### src/scp_map.svh
// Offsets, field positions and reset values of the serial control port
`ifndef SCP_MAP_SVH
`define SCP_MAP_SVH

`define SCP_CFG_ADDR 13'h0000
`define SCP_CFG_LSB_BIT 6
`define SCP_CFG_4W_BIT 7
`define SCP_CFG_RESET 8'h00
`define SCP_STRAP_SPI 3'h0
`define SCP_I2C_ADDR_HI 4'h9
`define SCP_INSTR_BITS 5'h10
`define SCP_CNT_STREAM 2'h3
`define SCP_FIFO_DEPTH 16

`endif

### src/scp_pkg.sv
// Types shared by the serial control port and its write buffer
package scp_pkg;

    typedef enum logic [1:0] {
        SCP_IDLE,
        SCP_INSTR,
        SCP_DATA,
        SCP_HOLD
    } scp_state_t;

    typedef struct packed {
        logic [12:0] addr;
        logic [7:0] data;
    } scp_wr_word_t;

    typedef struct packed {
        scp_state_t state;
        logic resume_data;
        logic [3:0] cnt;
        logic [15:0] shift;
        logic [12:0] addr;
        logic [1:0] left;
        logic stream;
        logic rd;
        logic lsb;
        logic rd_pend;
        logic [7:0] tx;
        logic bit_out;
    } scp_ctl_t;

    // Bytes in the payload; zero stands for streaming
    function automatic logic [1:0] scp_bytes(input logic [1:0] count);
        scp_bytes = (count == 2'h3) ? 2'h0 : 2'(count + 2'h1);
    endfunction : scp_bytes

endpackage : scp_pkg

### src/scp_spi_port.sv
// Serial control port: strap-selected SPI slave with its write buffer
`timescale 1ns/1ps
`default_nettype none
`include "scp_map.svh"


////////////////////////////////////////////////////////////////////////////////
module scp_fifo #(
    parameter int WIDTH = 21,
    parameter int DEPTH = `SCP_FIFO_DEPTH
) (
    input wire logic ref_clk,
    input wire logic rst_n,
    input wire logic [WIDTH-1:0] in_data,
    input wire logic in_valid,
    output logic in_ready,
    output logic [WIDTH-1:0] out_data,
    output logic out_valid,
    input wire logic out_ready
);
    localparam int AW = $clog2(DEPTH);
    logic [WIDTH-1:0] mem [DEPTH];
    logic [AW:0] wr_ptr;
    logic [AW:0] rd_ptr;
    logic [AW:0] next_wr_ptr;
    logic [AW:0] next_rd_ptr;
    logic do_push;
    logic do_pop;

    assign in_ready = (wr_ptr - rd_ptr) != (AW+1)'(DEPTH);
    assign out_valid = wr_ptr != rd_ptr;
    assign out_data = mem[rd_ptr[AW-1:0]];
    assign do_push = in_valid && in_ready;
    assign do_pop = out_valid && out_ready;

    always_comb
    begin
        next_wr_ptr = wr_ptr;
        next_rd_ptr = rd_ptr;
        if (do_push)
        begin
            next_wr_ptr = wr_ptr + (AW+1)'(1);
        end
        if (do_pop)
        begin
            next_rd_ptr = rd_ptr + (AW+1)'(1);
        end
    end

    always_ff @(posedge ref_clk)
    begin
        if (!rst_n)
        begin
            wr_ptr <= '0;
            rd_ptr <= '0;
        end
        else
        begin
            wr_ptr <= next_wr_ptr;
            rd_ptr <= next_rd_ptr;
        end
    end

    // Storage carries no reset; only the pointers decide what is valid
    always_ff @(posedge ref_clk)
    begin
        if (do_push)
        begin
            mem[wr_ptr[AW-1:0]] <= in_data;
        end
    end
endmodule : scp_fifo

////////////////////////////////////////////////////////////////////////////////
module scp_spi_port #(
    parameter int FIFO_DEPTH = `SCP_FIFO_DEPTH
) (
    input wire logic ref_clk,
    input wire logic rst_n,
    input wire logic protocol_strap_bit0,
    input wire logic protocol_strap_bit1,
    input wire logic protocol_strap_bit2,
    input wire logic sclk,
    input wire logic cs_n,
    input wire logic sdio_in,
    output logic sdio_out,
    output logic sdio_oe,
    output logic sdo_out,
    output logic sdo_oe,
    output logic spi_active,
    output logic i2c_active,
    output logic [6:0] i2c_slave_addr,
    output logic cfg_lsb_first,
    output logic cfg_four_wire,
    output scp_pkg::scp_wr_word_t wr_word,
    output logic wr_valid,
    input wire logic wr_ready,
    output logic wr_overrun,
    output logic rd_req,
    output logic [12:0] rd_addr,
    input wire logic [7:0] rd_data
);
    logic [2:0] strap_m;
    logic [2:0] strap_q;
    logic [2:0] pin_m;
    logic [2:0] pin_q;
    logic [2:0] pin_p;
    logic strap_done;
    logic next_strap_done;
    logic spi_sel;
    logic next_spi_sel;
    logic [2:0] strap_low;
    logic [2:0] next_strap_low;
    scp_pkg::scp_ctl_t ctl;
    scp_pkg::scp_ctl_t next_ctl;
    logic [7:0] cfg;
    logic [7:0] next_cfg;
    logic next_overrun;
    logic push_valid;
    logic push_ready;
    scp_pkg::scp_wr_word_t push_word;
    logic sclk_rise;
    logic sclk_fall;
    logic cs_fall;
    logic cs_rise;
    logic cs_high;
    logic sdio_bit;
    logic [15:0] instr_sh;
    logic [7:0] byte_sh;
    logic [12:0] step_addr;

    ////////////////////////////////////////////////////////////////////////////
    // Pin synchronisers: sclk, cs_n, sdio_in and the straps
    always_ff @(posedge ref_clk)
    begin
        pin_m <= {sclk, cs_n, sdio_in};
        pin_q <= pin_m;
        pin_p <= pin_q;
        strap_m <= {protocol_strap_bit2, protocol_strap_bit1, protocol_strap_bit0};
        strap_q <= strap_m;
    end

    assign sclk_rise = pin_q[2] && !pin_p[2];
    assign sclk_fall = !pin_q[2] && pin_p[2];
    assign cs_high = pin_q[1];
    assign cs_fall = !pin_q[1] && pin_p[1];
    assign cs_rise = pin_q[1] && !pin_p[1];
    assign sdio_bit = pin_q[0];

    ////////////////////////////////////////////////////////////////////////////
    // Strap capture, once per reset
    always_comb
    begin
        next_strap_done = 1'b1;
        next_spi_sel = spi_sel;
        next_strap_low = strap_low;
        if (!strap_done)
        begin
            next_spi_sel = strap_q == `SCP_STRAP_SPI;
            next_strap_low = strap_q;
        end
    end

    always_ff @(posedge ref_clk)
    begin
        if (!rst_n)
        begin
            strap_done <= 1'b0;
            spi_sel <= 1'b0;
            strap_low <= 3'h0;
        end
        else
        begin
            strap_done <= next_strap_done;
            spi_sel <= next_spi_sel;
            strap_low <= next_strap_low;
        end
    end

    assign spi_active = strap_done && spi_sel;
    assign i2c_active = strap_done && !spi_sel;
    assign i2c_slave_addr = {`SCP_I2C_ADDR_HI, strap_low};

    ////////////////////////////////////////////////////////////////////////////
    // Transfer engine and the in-port configuration register
    assign instr_sh = ctl.lsb ? {sdio_bit, ctl.shift[15:1]} : {ctl.shift[14:0], sdio_bit};
    assign byte_sh = ctl.lsb ? {sdio_bit, ctl.shift[7:1]} : {ctl.shift[6:0], sdio_bit};
    assign step_addr = ctl.lsb ? ctl.addr + 13'h0001 : ctl.addr - 13'h0001;

    always_comb
    begin
        next_ctl = ctl;
        next_cfg = cfg;
        next_overrun = wr_overrun;
        push_valid = 1'b0;
        push_word = '{addr: ctl.addr, data: byte_sh};
        if (ctl.rd_pend)
        begin
            next_ctl.tx = (ctl.addr == `SCP_CFG_ADDR) ? cfg : rd_data;
            next_ctl.rd_pend = 1'b0;
        end
        if (!spi_active)
        begin
            next_ctl.state = scp_pkg::SCP_IDLE;
        end
        else if (cs_fall)
        begin
            case (ctl.state)
                scp_pkg::SCP_IDLE:
                begin
                    next_ctl.state = scp_pkg::SCP_INSTR;
                    next_ctl.cnt = 4'h0;
                    next_ctl.lsb = cfg[`SCP_CFG_LSB_BIT];
                end
                scp_pkg::SCP_HOLD:
                begin
                    next_ctl.state = ctl.resume_data ? scp_pkg::SCP_DATA : scp_pkg::SCP_INSTR;
                end
                default:
                begin
                    next_ctl.state = ctl.state;
                end
            endcase
        end
        else if (cs_rise)
        begin
            if (ctl.state == scp_pkg::SCP_INSTR || ctl.state == scp_pkg::SCP_DATA)
            begin
                if (ctl.cnt[2:0] != 3'h0)
                begin
                    next_ctl.state = scp_pkg::SCP_IDLE;
                end
                else if (ctl.state == scp_pkg::SCP_INSTR && ctl.cnt == 4'h0)
                begin
                    next_ctl.state = scp_pkg::SCP_IDLE;
                end
                else if (ctl.state == scp_pkg::SCP_DATA && ctl.stream)
                begin
                    next_ctl.state = scp_pkg::SCP_IDLE;
                end
                else
                begin
                    next_ctl.state = scp_pkg::SCP_HOLD;
                    next_ctl.resume_data = ctl.state == scp_pkg::SCP_DATA;
                end
            end
        end
        else if (sclk_rise && !cs_high)
        begin
            if (ctl.state == scp_pkg::SCP_INSTR)
            begin
                next_ctl.shift = instr_sh;
                next_ctl.cnt = ctl.cnt + 4'h1;
                if (5'(ctl.cnt) == `SCP_INSTR_BITS - 5'h01)
                begin
                    next_ctl.rd = instr_sh[15];
                    next_ctl.left = scp_pkg::scp_bytes(instr_sh[14:13]);
                    next_ctl.stream = instr_sh[14:13] == `SCP_CNT_STREAM;
                    next_ctl.addr = instr_sh[12:0];
                    next_ctl.rd_pend = instr_sh[15];
                    next_ctl.state = scp_pkg::SCP_DATA;
                    next_ctl.cnt = 4'h0;
                end
            end
            else if (ctl.state == scp_pkg::SCP_DATA)
            begin
                next_ctl.shift = {ctl.shift[15:8], byte_sh};
                next_ctl.cnt = {1'b0, ctl.cnt[2:0] + 3'h1};
                if (ctl.cnt[2:0] == 3'h7)
                begin
                    if (!ctl.rd && ctl.addr == `SCP_CFG_ADDR)
                    begin
                        next_cfg = byte_sh;
                    end
                    else if (!ctl.rd)
                    begin
                        push_valid = 1'b1;
                        // Host cannot be stalled: a full buffer loses the byte
                        next_overrun = wr_overrun || !push_ready;
                    end
                    next_ctl.addr = step_addr;
                    next_ctl.left = ctl.left - 2'h1;
                    if (!ctl.stream && ctl.left == 2'h1)
                    begin
                        next_ctl.state = scp_pkg::SCP_IDLE;
                    end
                    else
                    begin
                        next_ctl.rd_pend = ctl.rd;
                    end
                end
            end
        end
        else if (sclk_fall && !cs_high && ctl.state == scp_pkg::SCP_DATA && ctl.rd)
        begin
            next_ctl.bit_out = ctl.lsb ? ctl.tx[0] : ctl.tx[7];
            next_ctl.tx = ctl.lsb ? {1'b0, ctl.tx[7:1]} : {ctl.tx[6:0], 1'b0};
        end
    end

    always_ff @(posedge ref_clk)
    begin
        if (!rst_n)
        begin
            ctl <= '{state: scp_pkg::SCP_IDLE, default: '0};
            cfg <= `SCP_CFG_RESET;
            wr_overrun <= 1'b0;
        end
        else
        begin
            ctl <= next_ctl;
            cfg <= next_cfg;
            wr_overrun <= next_overrun;
        end
    end

    assign cfg_lsb_first = cfg[`SCP_CFG_LSB_BIT];
    assign cfg_four_wire = cfg[`SCP_CFG_4W_BIT];
    assign rd_req = ctl.rd_pend;
    assign rd_addr = ctl.addr;
    assign sdio_out = ctl.bit_out;
    assign sdo_out = ctl.bit_out;
    assign sdio_oe = (ctl.state == scp_pkg::SCP_DATA) && ctl.rd && !cs_high && !cfg_four_wire;
    assign sdo_oe = (ctl.state == scp_pkg::SCP_DATA) && ctl.rd && !cs_high && cfg_four_wire;

    ////////////////////////////////////////////////////////////////////////////
    // Write buffer toward the register map
    scp_fifo #(
        .WIDTH($bits(scp_pkg::scp_wr_word_t)),
        .DEPTH(FIFO_DEPTH)
    ) u_wr_fifo (
        .ref_clk(ref_clk),
        .rst_n(rst_n),
        .in_data(push_word),
        .in_valid(push_valid),
        .in_ready(push_ready),
        .out_data(wr_word),
        .out_valid(wr_valid),
        .out_ready(wr_ready)
    );

    ////////////////////////////////////////////////////////////////////////////
    // Checks
    strap_hold_a: assert property (@(posedge ref_clk) disable iff (!rst_n)
        strap_done |=> $stable(spi_active) && $stable(i2c_slave_addr))
        else $error("protocol choice changed after strap capture");

    spi_select_a: assert property (@(posedge ref_clk) disable iff (!rst_n)
        !strap_done ##1 strap_done |-> spi_active == ($past(strap_q) == 3'h0))
        else $error("protocol select does not follow straps");

    tri_state_a: assert property (@(posedge ref_clk) disable iff (!rst_n)
        cs_high |-> !sdio_oe && !sdo_oe)
        else $error("data pin driven while select high");

    wire_mode_a: assert property (@(posedge ref_clk) disable iff (!rst_n)
        (sdo_oe |-> cfg_four_wire) and (sdio_oe |-> !cfg_four_wire))
        else $error("read data on wrong pin for wiring mode");

    flush_abort_a: assert property (@(posedge ref_clk) disable iff (!rst_n)
        spi_active && cs_rise && ctl.cnt[2:0] != 3'h0 && ctl.state != scp_pkg::SCP_IDLE
        |=> ctl.state == scp_pkg::SCP_IDLE)
        else $error("mid-byte deselect did not end transfer");

    stall_hold_a: assert property (@(posedge ref_clk) disable iff (!rst_n)
        spi_active && cs_rise && ctl.state == scp_pkg::SCP_DATA && !ctl.stream
        && ctl.cnt[2:0] == 3'h0 |=> ctl.state == scp_pkg::SCP_HOLD [*2])
        else $error("stall on byte boundary did not hold");

    count_decode_a: assert property (@(posedge ref_clk) disable iff (!rst_n)
        $past(ctl.state) == scp_pkg::SCP_INSTR && ctl.state == scp_pkg::SCP_DATA
        |-> ctl.left == ((ctl.shift[14:13] == 2'h3) ? 2'h0 : ctl.shift[14:13] + 2'h1))
        else $error("byte count decoded wrongly");

    addr_step_a: assert property (@(posedge ref_clk) disable iff (!rst_n)
        push_valid |=> ctl.addr == ($past(ctl.lsb) ? $past(ctl.addr) + 13'h0001
        : $past(ctl.addr) - 13'h0001))
        else $error("address did not step in the bit order direction");

    reset_mode_a: assert property (@(posedge ref_clk)
        !rst_n |=> !cfg_lsb_first && !cfg_four_wire)
        else $error("port not in 3-wire MSB-first after reset");

    read_fetch_a: assert property (@(posedge ref_clk) disable iff (!rst_n)
        rd_req |=> !rd_req)
        else $error("read fetch lasted more than one cycle");

endmodule : scp_spi_port
`default_nettype wire

### config.mk
export PLATFORM = sky130hd
export DESIGN_NAME = scp_spi_port
export DESIGN_NICKNAME = d
export VERILOG_FILES = /design/src/scp_pkg.sv /design/src/scp_spi_port.sv
export VERILOG_INCLUDE_DIRS = /design/src
export SDC_FILE = /design/constraint.sdc
export NUM_CORES = 1
export LEC_CHECK = 0
export ABC_CLOCK_PERIOD_IN_PS = 5620
export BUFFER_PORTS_ARGS = -buffer_cell sky130_fd_sc_hd__buf_2
export CORE_MARGIN = 2
export CORE_UTILIZATION = 55
export CTS_CLUSTER_SIZE = 10
export DETAILED_ROUTE_END_ITERATION = 8
export PLACE_DENSITY_LB_ADDON = 0.1
export SLEW_MARGIN = 20
export SYNTH_ARGS = -nofsm -noshare
export SYNTH_HDL_FRONTEND = slang
export SYNTH_SLANG_ARGS = --single-unit
### constraint.sdc
create_clock -name ref_clk -period 5.62 [get_ports ref_clk]
set_input_delay 0.562 -clock ref_clk [delete_from_list [all_inputs] [get_ports ref_clk]]
set_output_delay 0.562 -clock ref_clk [all_outputs]
set_load 0.1 [all_outputs]
==> key figures <==
Power
  • Pint: 5.027 mW
  • Comb pwr share: around 1.0%
  • PwrDens: roughly 320 nW/um^2
  • Total power: between 6 and 7 mW
  • Clock power share: between 40% and 50%
  • Switching Share: about a fifth
  • Net switching power: 1.210 mW
  • Maximum vdd drop: 0.2346 mV
  • Pleak: around 6.3 nW
  • Sequential power share: 54.3%

Job
  • Max cap viols: 0

Global routing
  • GRT Total Usage: between 20% and 30%
  • First-pass GRT wire length: between 50000 and 60000 um
  • Pin count of the biggest net entering global routing: 66
  • Initial antenna violation count: 1
  • Vias in the first global route: slightly below 10000
  • Total gr overflow: 0

Logic synthesis
  • Yosys top cell by area: edfxtp_1
  • Synth top area share: 57.20%
  • Netlist cell types: slightly below 70
  • Post-synth EDFFs: between 300 and 400
  • Async set or reset register ratio after synthesis: 0%
  • Synth area leaders: edfxtp_1, mux4_2, dfxtp_1, mux2i_1, ha_1
  • Register bit count reported by yosys: ~430
  • Ys flop type: edfxtp_1
  • Avg Inst Size Synth: around 17 um^2
  • Synthesized netlist cell count: around 1100
  • Seq/Total Area, Yosys: 67.75%
  • Mapped Area: about 18000 um^2
  • Most frequent cell after synthesis: edfxtp_1
  • Post-synth top cells: edfxtp_1, mux4_2, dfxtp_1, nor2_1, nand2_1
  • Number of synthesis warnings: 0

Finish
  • Fillers: approximately 2300
  • Nets@finish: 1174
  • Footprint of the multi-input gates: between 5000 and 6000 um^2
  • # diodes: 0
  • Share of cells above drive strength 1: approximately 25%
  • Area Growth Syn to Fin: 11.91%
  • Seq. cell area: 11960 um^2

Routing
  • Drt wl/cell: ~25 um
  • Starting DRT DRC Count: roughly 820
  • Vias: 9500
  • First-pass DRT Iterations: 4
  • ANT nets after route: 0
  • Total Wirelength: approximately 38000 um
  • Number of remaining DRC errors: 0
  • Routed vias/inst: a little over 6

Floorplan
  • Initial Utilization: between 50% and 60%
  • Core Rows: 65
  • Die width: between 150 and 200 um
  • Core Box Area: between 30000 and 40000 um^2
  • IO Pins: 69
  • Die area: 33520 um^2
  • Die height: around 180 um

STA
  • Setup Viol. Count Final: 0
  • Hold Vio Cnt, Final: 0
  • TNS Setup: 0 ns
  • FMAX: 259.8 MHz
  • Final Max Tran Viols: 0
  • Final min period: 3.850 ns
  • Unrepaired setup endpoints after global routing: false
  • Least-Margin Pin Slew: roughly 1.1 ns
  • Final worst-path cycle share: about two thirds
  • Slew Limit Headroom: 29.91%
  • Skew final: around 0.028 ns

CTS
  • Clock sinks: about 430
  • Number of gates resized after cts: 0
  • Post-CTS setup buffers: 0
  • CTS max path bufs: 3
  • CTS H-tree depth: 2
  • Hold-fix buffers, CTS: 0
  • Worst-Skew Late Latency: around 0.57 ns
  • Clk slew on worst S/H paths: ~0.05 ns
  • Inserted Clock Buffers: around 50
  • CTS root buffer: clkbuf_16
  • CTS tree: built

Worst setup path
  • Worst Setup End Kind: output pin
  • Req. time, crit path: ~5.1 ns
  • Arrival @ worst endpoint: 3.29 ns
  • CP startpoint kind: register
  • Setup CP Type: register to output pin
  • Maximum fanout along the worst path: 65

Placed design
  • I/O Buffers: 64
  • Final HPWL DP: between 20000 and 25000 um
  • Gpl congestion: about 0.84

Hold path
  • Worst hold-check path type: input port to register

Status
  • Status: finished, final reports clean
==> cells by family after synthesis <==
| group | Yosys count | synth area share [%] |
|---|---|---|
| flip-flops | 429 | 67.75 |
| adder cells (fa/ha/maj) | 32 | 2.312 |
| other | 2 | 0.04258 |
| XOR/XNOR | 16 | 0.7944 |
| AO/OA/AOI/OAI | 127 | 4.575 |
| multiplexers | 163 | 16.82 |
| buffers and inverters | 95 | 2.525 |
| AND/OR/NAND/NOR | 187 | 5.178 |
==> per-layer routing <==
layer / up-vias / track usage, % / wire length (um)
met2: 311 / 38.71 / 18780
met4: 0 / 6.304 / 741
met3: 56 / 3.674 / 1940
met5: - / 0 / 0
li1: 4258 / - / -
met1: 4875 / 33.07 / 16750
==> per-stage QoR <==
step	cells	utilization (%)	worst slack (ns)	area (um^2)	hold WS (ns)
5_1_grt	1544	62.56	1.674	19740	0.09420
2_1_floorplan	1053	-	1.663	17650	0.3096
4_1_cts	1544	62.56	1.727	19740	0.09487
3_3_place_gp	1476	58.22	2.242	18370	0.3120
3_5_place_dp	1476	58.22	2.162	18370	0.3143
6_report	1544	62.56	1.770	19740	0.1158
==> path summary, 6_finish.rpt <==
kind | startpoint | to | slack [ns] | cells after the start
min reg2reg | pin_m[2] | pin_q[2] | 0.33 | 0
max | register | wr_word[15] | 1.77 | 4
max reg2reg | rd_addr[6] | u_wr_fifo.mem[14][17] | 2.12 | 7
min | sdio_in | pin_m[0] | 0.12 | 1
==> final cells by class <==
cell class	count	area share [%]
Clock buffer	66	6.744
Timing Repair Buffer	91	2.713
Multi-Input combinational cell	529	26.75
Sequential cell	429	60.59
Inverter	25	0.4754
Clock inverter	2	0.1838
Tap cell	402	2.548
==> sequential cells by signal, indices dropped and copies added (netlist names), named ones only <==
name	count
pin_q	3
u_wr_fifo.rd_ptr	5
spi_sel	1
sdio_out	1
strap_q	3
cfg	8
wr_overrun	1
rd_addr	13
rd_req	1
ctl	36
pin_p	2
strap_done	1
strap_m	3
strap_low	3
u_wr_fifo.wr_ptr	5
u_wr_fifo.mem	336
pin_m	3
==> worst max-delay path: stages (launching register included) <==
cell and delay, ns:
dfxtp_4 1.02, buf_4 0.46, mux4_2 0.37, mux4_2 0.52, buf_2 0.32
==> power groups by stage <==
stage                     sequential [mW]  combinational (mW)  clock, mW
final                                3.39              0.0606       2.79
after global routing                 3.39              0.0643       2.96
after CTS                            3.39              0.0606       2.84
after detailed placement             3.45              0.0604          0
after global placement               3.45              0.0604          0
after floorplan                      3.46              0.0403          0
==> cell usage in the layout (no fill, tap or decap), types with 6 or more instances in the layout <==
cell type	n
xnor2_1	11
inv_1	22
buf_2	64
and3_1	10
mux4_2	105
buf_4	26
ha_1	31
mux2_2	17
nand3_1	6
dfxtp_1	90
edfxtp_1	336
a21oi_1	39
nor2b_1	6
clkbuf_1	14
nand4_1	11
nor2_1	68
o21ai_0	37
clkbuf_16	50
nand2_1	45
mux2i_1	41
a211oi_1	8
Power figures use the tool's default switching activity.
